`src/refsel_regs.vh`:
```
`ifndef REFSEL_REGS_VH
`define REFSEL_REGS_VH
// byte addresses on the register bus
`define ADDR_REF_SEL_CTRL   12'h01C
`define ADDR_STATUS_SEL     12'h020
`define ADDR_IRQ_STATUS     12'h024
`define ADDR_IRQ_MASK       12'h028
`define ADDR_LIVE_STATE     12'h02C
// reference_selection_control fields
`define BIT_NO_DEGLITCH     7
`define BIT_SEL_B           6
`define BIT_USE_PIN         5
`define BIT_AUTO_SW         4
`define BIT_STAY_B          3
`define BIT_PWR_B           2
`define BIT_PWR_A           1
`define BIT_DIFF_MODE       0
`define RST_REF_SEL_CTRL    8'h00
`define RST_STATUS_SEL      3'h0
`define RST_IRQ_MASK        3'h0
// status pin selector codes (low bits of the 6-bit selector)
`define STSEL_SELECTED      3'h4
`define STSEL_LOCK_N        3'h5
`define STSEL_HOLDOVER_N    3'h6
// interrupt bits
`define IRQ_SWITCHED        0
`define IRQ_HOLDOVER        1
`define IRQ_LOCK_LOST       2
// deglitch settle time in ns at 100 MHz
`define DEGLITCH_NS         80
`define CLK_NS              10
`define DEGLITCH_CYCLES     ((`DEGLITCH_NS + `CLK_NS - 1) / `CLK_NS)
// mute counter load, DEGLITCH_CYCLES - 1, sized for the 4-bit counter
`define DEGLITCH_LOAD       4'h7
`endif

```
`src/ref_select_ctrl.v`:
```
//
// Overview of operation
// - selected-reference status shows high for input a, low for input b
// - status choices include active-low holdover and active-low lock indicator levels
// - control bit 7 set bypasses switchover deglitch; clear keeps deglitching
// - manual register mode: bit 6 clear picks input a, set picks b
// - bit 5 clear uses register select bit, set follows select pin
// - bit 4 set enables automatic switchover; software keeps single-ended mode then
// - automatic switchover powers both inputs, overriding enable bits
// - after auto switch to b, bit 3 clear reverts when a is good
// - bits 2 and 1 power inputs b and a, ignored during auto
// - bit 0 selects single-ended (clear) or differential (set) input mode
//
`timescale 1ns/100ps
`include "refsel_regs.vh"
module ref_select_ctrl (
    input  wire        MCLK,
    input  wire        RESET,
    input  wire        PSEL,
    input  wire        PENABLE,
    input  wire        PWRITE,
    input  wire [11:0] PADDR,
    input  wire [31:0] PWDATA,
    output reg  [31:0] PRDATA,
    output reg         PREADY,
    output reg         PSLVERR,
    input  wire        REF_SELECT_PIN,
    input  wire        REF_A_GOOD,
    input  wire        REF_B_GOOD,
    input  wire        PLL_LOCKED,
    output reg         USE_REF_B,
    output reg         DIFF_MODE,
    output reg         REF_A_POWER,
    output reg         REF_B_POWER,
    output reg         SWITCH_MUTE,
    output reg         HOLDOVER,
    output reg         STATUS_OUT,
    output reg         IRQ
);
    ////////////////////////////////////////////////////////////////////////
    localparam ST_IDLE = 2'b00;
    localparam ST_MUTE = 2'b01;

    reg  [7:0]  ctrl;
    reg  [5:0]  status_sel;
    reg  [2:0]  irq_status;
    reg  [2:0]  irq_mask;

    // selection and deglitch state
    reg  [1:0]  state;
    reg  [3:0]  mute_cnt;
    reg         auto_on_b;
    reg         want_b;
    reg         lock_seen;

    // pin levels after the two-flop synchroniser
    wire [2:0]  ext_sync;
    wire        pin_sel     = ext_sync[0];
    wire        a_good      = ext_sync[1];
    wire        b_good      = ext_sync[2];

    // lock level is a pin as well, so it gets its own two flops
    reg         lock_q1;
    reg         lock_q2;

    // combinational next values
    reg         next_want_b;
    reg         next_status;
    reg  [2:0]  events;
    reg  [31:0] next_rdata;

    wire access   = PSEL & PENABLE & PREADY;
    wire wr_cycle = access & PWRITE;

    function mapped;
        input [11:0] a;
        begin
            mapped = (a == `ADDR_REF_SEL_CTRL) || (a == `ADDR_STATUS_SEL) ||
                     (a == `ADDR_IRQ_STATUS) || (a == `ADDR_IRQ_MASK) ||
                     (a == `ADDR_LIVE_STATE);
        end
    endfunction

    // pin-level inputs cross in through two flops before anything reads them
    sync2 #(.WIDTH(3)) u_sync (
        .MCLK  (MCLK),
        .RESET (RESET),
        .d     ({REF_B_GOOD, REF_A_GOOD, REF_SELECT_PIN}),
        .q     (ext_sync)
    );

    ////////////////////////////////////////////////////////////////////////
    // apb slave: one wait state so every answer comes from a flop
    always @(posedge MCLK)
    begin
        if (RESET)
        begin
            PREADY  <= 1'b0;
            PRDATA  <= 32'h00000000;
            PSLVERR <= 1'b0;
        end
        else
        begin
            PREADY  <= PSEL & PENABLE & ~PREADY;
            PRDATA  <= next_rdata;
            // unmapped address still answers, flagged so the master knows
            PSLVERR <= PSEL & PENABLE & ~PREADY & ~mapped(PADDR);
        end
    end

    always @*
    begin
        next_rdata = 32'h00000000;
        case (PADDR)
            `ADDR_REF_SEL_CTRL: next_rdata = {24'h000000, ctrl};
            `ADDR_STATUS_SEL:   next_rdata = {26'h0000000, status_sel};
            `ADDR_IRQ_STATUS:   next_rdata = {29'h00000000, irq_status};
            `ADDR_IRQ_MASK:     next_rdata = {29'h00000000, irq_mask};
            `ADDR_LIVE_STATE:   next_rdata = {27'h0000000, lock_q2, HOLDOVER,
                                              b_good, a_good, USE_REF_B};
            default:            next_rdata = 32'h00000000;
        endcase
    end

    ////////////////////////////////////////////////////////////////////////
    // writes land only on the edge that samples PREADY high
    always @(posedge MCLK)
    begin
        if (RESET)
        begin
            ctrl       <= `RST_REF_SEL_CTRL;
            status_sel <= {3'h0, `RST_STATUS_SEL};
            irq_mask   <= `RST_IRQ_MASK;
        end
        else if (wr_cycle)
        begin
            if (PADDR == `ADDR_REF_SEL_CTRL)
                ctrl <= PWDATA[7:0];
            if (PADDR == `ADDR_STATUS_SEL)
                status_sel <= PWDATA[5:0];
            if (PADDR == `ADDR_IRQ_MASK)
                irq_mask <= PWDATA[2:0];
        end
    end

    ////////////////////////////////////////////////////////////////////////
    // reference choice
    always @(posedge MCLK)
    begin
        if (RESET)
        begin
            lock_q1 <= 1'b0;
            lock_q2 <= 1'b0;
        end
        else
        begin
            lock_q1 <= PLL_LOCKED;
            lock_q2 <= lock_q1;
        end
    end

    // priority: differential mode, then auto, then pin, then register bit
    always @*
    begin
        if (ctrl[`BIT_DIFF_MODE])
            next_want_b = 1'b0;
        else if (ctrl[`BIT_AUTO_SW])
        begin
            if (!auto_on_b)
                next_want_b = ~a_good & b_good;
            else if (!ctrl[`BIT_STAY_B] && a_good)
                next_want_b = 1'b0;
            else
                next_want_b = 1'b1;
        end
        else if (ctrl[`BIT_USE_PIN])
            next_want_b = pin_sel;
        else
            next_want_b = ctrl[`BIT_SEL_B];
    end

    // deglitch: mute the reference for a settle time around a change
    always @(posedge MCLK)
    begin
        if (RESET)
        begin
            state       <= ST_IDLE;
            mute_cnt    <= 4'h0;
            want_b      <= 1'b0;
            auto_on_b   <= 1'b0;
            USE_REF_B   <= 1'b0;
            SWITCH_MUTE <= 1'b0;
        end
        else
        begin
            want_b    <= next_want_b;
            auto_on_b <= ctrl[`BIT_AUTO_SW] & next_want_b;
            case (state)
                ST_IDLE:
                begin
                    if (want_b != USE_REF_B)
                    begin
                        if (ctrl[`BIT_NO_DEGLITCH])
                            USE_REF_B <= want_b;
                        else
                        begin
                            state       <= ST_MUTE;
                            SWITCH_MUTE <= 1'b1;
                            mute_cnt    <= `DEGLITCH_LOAD;
                        end
                    end
                end
                // a choice that changes during the mute is taken at its end
                ST_MUTE:
                begin
                    if (mute_cnt == 4'h0)
                    begin
                        USE_REF_B   <= want_b;
                        SWITCH_MUTE <= 1'b0;
                        state       <= ST_IDLE;
                    end
                    else
                        mute_cnt <= mute_cnt - 4'h1;
                end
                default:
                    state <= ST_IDLE;
            endcase
        end
    end

    ////////////////////////////////////////////////////////////////////////
    // power, mode, status pin
    // codes outside the three kept ones give a quiet low level
    always @*
    begin
        case (status_sel[2:0])
            `STSEL_SELECTED:   next_status = ~USE_REF_B;
            `STSEL_LOCK_N:     next_status = ~lock_q2;
            `STSEL_HOLDOVER_N: next_status = ~HOLDOVER;
            default:           next_status = 1'b0;
        endcase
        if (status_sel[5:3] != 3'h7)
            next_status = 1'b0;
    end

    always @(posedge MCLK)
    begin
        if (RESET)
        begin
            DIFF_MODE   <= 1'b0;
            REF_A_POWER <= 1'b0;
            REF_B_POWER <= 1'b0;
            HOLDOVER    <= 1'b0;
            STATUS_OUT  <= 1'b0;
        end
        else
        begin
            DIFF_MODE   <= ctrl[`BIT_DIFF_MODE];
            // auto forces both on; limitation: diff mode with enables set is
            // left as software wrote it
            REF_A_POWER <= ctrl[`BIT_AUTO_SW] | ctrl[`BIT_PWR_A];
            REF_B_POWER <= ctrl[`BIT_AUTO_SW] | ctrl[`BIT_PWR_B];
            // holdover only when auto switchover has no good input left
            HOLDOVER    <= ctrl[`BIT_AUTO_SW] & ~a_good & ~b_good;
            STATUS_OUT  <= next_status;
        end
    end

    ////////////////////////////////////////////////////////////////////////
    // interrupts: sticky, write one to clear, set beats clear
    always @*
    begin
        events                 = 3'h0;
        // a mute that ends on the old choice is no switch
        events[`IRQ_SWITCHED]  = (state == ST_IDLE) & (want_b != USE_REF_B) &
                                 ctrl[`BIT_NO_DEGLITCH] |
                                 (state == ST_MUTE) & (mute_cnt == 4'h0) &
                                 (want_b != USE_REF_B);
        events[`IRQ_HOLDOVER]  = ctrl[`BIT_AUTO_SW] & ~a_good & ~b_good & ~HOLDOVER;
        events[`IRQ_LOCK_LOST] = lock_seen & ~lock_q2;
    end

    always @(posedge MCLK)
    begin
        if (RESET)
        begin
            irq_status <= 3'h0;
            lock_seen  <= 1'b0;
            IRQ        <= 1'b0;
        end
        else
        begin
            lock_seen <= lock_q2;
            if (wr_cycle && PADDR == `ADDR_IRQ_STATUS)
                irq_status <= (irq_status & ~PWDATA[2:0]) | events;
            else
                irq_status <= irq_status | events;
            // one cycle behind the status so the pin comes from a flop
            IRQ <= |(irq_status & irq_mask);
        end
    end
endmodule // ref_select_ctrl

```
`src/sync2.v`:
```
`timescale 1ns/100ps
module sync2 #(
    parameter WIDTH = 1
) (
    input  wire             MCLK,
    input  wire             RESET,
    input  wire [WIDTH-1:0] d,
    output reg  [WIDTH-1:0] q
);
    reg [WIDTH-1:0] meta;

    always @(posedge MCLK)
    begin
        if (RESET)
        begin
            meta <= {WIDTH{1'b0}};
            q    <= {WIDTH{1'b0}};
        end
        else
        begin
            meta <= d;
            q    <= meta;
        end
    end
endmodule // sync2

```
`config.mk`:
```
export PLATFORM = sky130hd
export DESIGN_NAME = ref_select_ctrl
export DESIGN_NICKNAME = d
export VERILOG_FILES = /design/src/ref_select_ctrl.v /design/src/sync2.v
export VERILOG_INCLUDE_DIRS = /design/src
export SDC_FILE = /design/constraint.sdc
export NUM_CORES = 1
export LEC_CHECK = 0
export BUFFER_PORTS_ARGS = -buffer_cell sky130_fd_sc_hd__buf_4
export CORE_MARGIN = 4
export CORE_UTILIZATION = 43
export CTS_CLUSTER_SIZE = 20
export DETAILED_ROUTE_END_ITERATION = 10
export PLACE_DENSITY = 0.76
export SETUP_SLACK_MARGIN = 0.3
export SLEW_MARGIN = 10
export SYNTH_ARGS = -nofsm -noshare
export SYNTH_HDL_FRONTEND = slang
export SYNTH_SLANG_ARGS = --single-unit
export TNS_END_PERCENT = 1
```
`constraint.sdc`:
```
create_clock -name MCLK -period 2.3 [get_ports MCLK]
set_input_delay 0.46 -clock MCLK [delete_from_list [all_inputs] [get_ports MCLK]]
set_output_delay 0.46 -clock MCLK [all_outputs]
set_load 0.02 [all_outputs]
```
==> results.md <==
Status:
- The flow ran to the end, and the final reports show no timing, DRC or antenna violations.

STA:
- The minimum clock period is 1.895 ns.
- The number of max-slew violations in the final report came to 0.
- The worst-margin pin slew is 0.6245 ns.
- The portion of the clock cycle consumed by the worst path in the final layout is 0.8238.
- For this run, the top clock speed supported by timing is 527.8 MHz.
- The count of endpoints failing hold in the final timing report is 0.
- Hold is met by 0.3593 ns.
- The worst setup skew after layout is 0.01001 ns.
- Setup repair after global routing left no endpoint under its margin.
- The final worst slack is 0.4053 ns.
- Headroom to the max-slew limit came out at 0.5832.
- The count of final setup violators is 0.
- After routing, the total negative slack on setup checks comes to 0 ns.

Cells and area:
- In the final design database the tool counted 357 nets.
- Measured on the finished design, the core utilization comes to 0.5233.
- Summing all multi-input logic gate instances after layout gives 1185 um2.
- The final standard cell count with taps included and fillers excluded is 375.
- The number of antenna repair diodes is 0.
- The synthesis-to-finish area growth is 18.42%.
- Fill cells in the final layout number 518.
- The combined flip-flop and latch cell area is 1061 um2.
- Of the cells placed in the final design, the portion with a size suffix greater than 1 is 0.2310.

Synth:
- The share of the Yosys chip area taken by registers is 0.4387.
- Of the post-synthesis cell area, the dominant cell type holds 0.4387.
- The netlist uses 54 different library cells.
- The biggest area consumer among synthesized cells is sky130_fd_sc_hd__dfxtp_1.
- The basic-gate share of the synthesized area counting and, or, nand and nor cells is 0.2359.
- The average cell area after synthesis is 9.448 um2.
- The count of mapped cells out of synthesis is 256.
- The number of synthesis warnings is 0.
- The synthesized design contains 0 enable-type register cells.
- By count the netlist is led by 53 x sky130_fd_sc_hd__dfxtp_1, 31 x sky130_fd_sc_hd__nand2_1, 24 x sky130_fd_sc_hd__buf_4, 19 x sky130_fd_sc_hd__mux2i_1, 12 x sky130_fd_sc_hd__nor2_1.
- Of the post-synthesis cell area, the part taken by muxes is 0.09260.
- The fraction of registers with async set/reset is 0.
- The dominant register cell in the synthesized netlist is sky130_fd_sc_hd__dfxtp_1.
- The post-synthesis share of cell area spent on full adders, half adders and majority gates is 0.01035.
- Among all cell types in the netlist, the one instantiated most often is sky130_fd_sc_hd__dfxtp_1.
- The synthesized-area fraction occupied by ao, oa, aoi and oai cells is 0.1066.
- Of the total synthesized cell area, the portion taken by XOR and XNOR cells is 0.007243.
- By area the synthesized netlist is led by sky130_fd_sc_hd__dfxtp_1 44%, sky130_fd_sc_hd__mux2i_1 7.9%, sky130_fd_sc_hd__buf_4 7.4%.
- The post-synth design cell area is 2419 um2.
- By area, the combinational part of the netlist is dominated by simple AND/OR/NAND/NOR gates.
- The flop and latch count out of synthesis is 53.

Critical path:
- The critical path data arrival time is 2.09 ns.
- STA classifies the critical path endpoint as a flip-flop.
- The launching point of the worst reg2reg path is PREADY$_SDFF_PP0_.
- The worst register-to-register path ends at status_sel[0]$_SDFFE_PP0P_.
- The biggest fanout along the worst timing path is 6.
- The critical path ends at status_sel[0]$_SDFFE_PP0P_.
- Measured in cells, the most critical reg-to-reg path has a length of 3.
- The type of origin of the critical path is an input port.
- The reg-to-reg setup timing slack is 0.67 ns.
- The kind of critical path is input port to flip-flop.
- STA puts the critical path data required time at 2.50 ns.
- The most critical setup path has its startpoint at PADDR[11].

Route:
- In this run, the number of DRC markers left after iteration 0 of detailed routing was 148.
- Wires add up to 5305 um.
- The final route contains 1923 vias.
- The via density per instance is 5.128.
- The post-route DRC violation count is 0.
- The number of routed nets with antenna violations is 0.
- For this run, the detailed router's first-pass iteration total came to 4.
- The routed length per instance is 14.15 um.

Clock tree:
- After clock tree synthesis, the clock-pin slew on the worst setup and hold paths is 0.10 ns.
- The clock buffer count from CTS is 5.
- The sink count of the clock tree is 53.
- The quantity of gates resized following cts is 0.
- TritonCTS built the clock tree.
- The cell chosen for the clock root is sky130_fd_sc_hd__clkbuf_8.
- The maximum level of the CTS H-tree is 2.
- The insertion delay to the later sink of the worst-skew pair is 0.31 ns.
- The number of buffers added for setup after CTS is 0.
- Counting along the longest clock path gives a buffer depth of 2.
- The hold buffer count at cts is 0.

Floorplanning:
- The number of placement rows is 27.
- In this run the vertical extent of the chip is 83.00 um.
- The horizontal die dimension is 83.00 um.
- The initial standard-cell utilization of the core is 0.4419.
- The floorplan step defined a die boundary enclosing 6888 um2.
- The floorplan step defined a core boundary enclosing 5473 um2.
- In this run the count of I/O pins placed on the die edge is 95.

Place:
- After legalization and detailed placement, the total HPWL measured 4059 um.
- The total instance count after detailed placement is 367.
- The routability congestion estimate is 0.8449.
- The worst setup timing slack at the placement stage is 0.08131 ns.
- The count of input and output buffers is 46.

Global routing:
- The first global-routing pass estimated 8659 um of wire.
- In the global route stage, overall resource usage came out at 0.1540.
- The overall overflow remaining after global route is 0.
- The via count of the first global-routing pass is 1881.
- The number of antenna violations at the first check in global routing is 0.
- The largest net degree at the start of global routing is 28.

Power and ir drop:
- The power density over cell area is 595.9 nW/um2.
- The analysis attributes to cell leakage a power of 0.001188 uW.
- The peak supply drop is 0.0002754 V.

Hold path:
- The path class of the tightest hold or removal check is input port to flip-flop.

Run:
- Across the run, the number of max-cap violations was 0.
critical path: stages:
cell and delay, ns:
sky130_fd_sc_hd__buf_4 0.11, sky130_fd_sc_hd__or4_4 0.57, sky130_fd_sc_hd__or4b_1 0.76, sky130_fd_sc_hd__mux2i_1 0.19
worst min-delay path by stage:
stage / slack, ns / startpoint / end / cells after the start
final: 0.36 / REF_SELECT_PIN / u_sync.meta[0]$_SDFF_PP0_ / 2
after detailed placement: 0.43 / u_sync.meta[2]$_SDFF_PP0_ / u_sync.q[2]$_SDFF_PP0_ / 1
after floorplan: 0.41 / lock_q1$_SDFF_PP0_ / lock_q2$_SDFF_PP0_ / 1
after CTS: 0.35 / REF_B_GOOD / u_sync.meta[2]$_SDFF_PP0_ / 2
after global placement: 0.42 / lock_q1$_SDFF_PP0_ / lock_q2$_SDFF_PP0_ / 1
after global routing: 0.36 / REF_SELECT_PIN / u_sync.meta[0]$_SDFF_PP0_ / 2
stage by stage:
stage | total power, uW | area [um2]
after floorplan | 1069 | 2505
after global placement | 1094 | 2749
after detailed placement | 1096 | 2749
after CTS | 1721 | 2864
after global routing | 1771 | 2864
final | 1707 | 2864
logic make-up (layout without fill, tap and decap cells):
logic type	count (synthesis)	after routing
buf+inv	43	67
xor+xnor	2	2
fa+ha+maj	2	2
simple gates	97	97
mux	22	22
flops	53	53
compound gates	36	36
other cells	1	24
where the power goes:
| group | leakage [uW] | internal [uW] | switching (uW) |
|---|---|---|---|
| Clock | 0.0000543 | 326 | 305 |
| Sequential | 0.000429 | 926 | 4.67 |
| Combinational | 0.000704 | 54.6 | 91.2 |
registers in the layout, summed over array words and instances, names as in the netlist:
register,flops
u_sync.meta,3
irq_status,3
STATUS_OUT,1
USE_REF_B,1
HOLDOVER,1
ctrl,8
want_b,1
PREADY,1
auto_on_b,1
status_sel,6
IRQ,1
u_sync.q,3
REF_B_POWER,1
irq_mask,3
SWITCH_MUTE,1
DIFF_MODE,1
REF_A_POWER,1
mute_cnt,4
lock_q2,1
PSLVERR,1
lock_seen,1
PRDATA,8
lock_q1,1
layout make-up:
class | instances | area share
multi-input cells | 183 | 0.4137
flip-flops and latches | 53 | 0.3705
repair buffers | 51 | 0.1337
well taps | 72 | 0.03145
clock buffers | 5 | 0.02403
clock inverters | 3 | 0.01616
inverters | 8 | 0.01048
layer usage:
layer | wire length, um | vias to the layer above | track usage
li1 | - | 955 | -
met2 | 2532 | 64 | 0.2529
met3 | 351 | 5 | 0.03869
met5 | 0 | - | 0
met1 | 2334 | 899 | 0.1922
met4 | 86 | 0 | 0.06241
placed cells by master, fill, tap and decap left out, types with 3 or more instances in the layout:
master	instances
sky130_fd_sc_hd__nor2_1	12
sky130_fd_sc_hd__nand3b_1	4
sky130_fd_sc_hd__mux2_2	3
sky130_fd_sc_hd__nand2_1	31
sky130_fd_sc_hd__nor4_1	3
sky130_fd_sc_hd__nor3_1	3
sky130_fd_sc_hd__inv_1	7
sky130_fd_sc_hd__nor4b_1	4
sky130_fd_sc_hd__conb_1	24
sky130_fd_sc_hd__dfxtp_1	53
sky130_fd_sc_hd__nand3_1	3
sky130_fd_sc_hd__o211ai_1	3
sky130_fd_sc_hd__nand2b_1	5
sky130_fd_sc_hd__buf_4	51
sky130_fd_sc_hd__a21oi_1	7
sky130_fd_sc_hd__nor2b_1	11
sky130_fd_sc_hd__o21ai_0	5
sky130_fd_sc_hd__or3_1	3
sky130_fd_sc_hd__mux2i_1	19
sky130_fd_sc_hd__clkbuf_8	5
No activity file was read; power rests on OpenSTA's default activity.
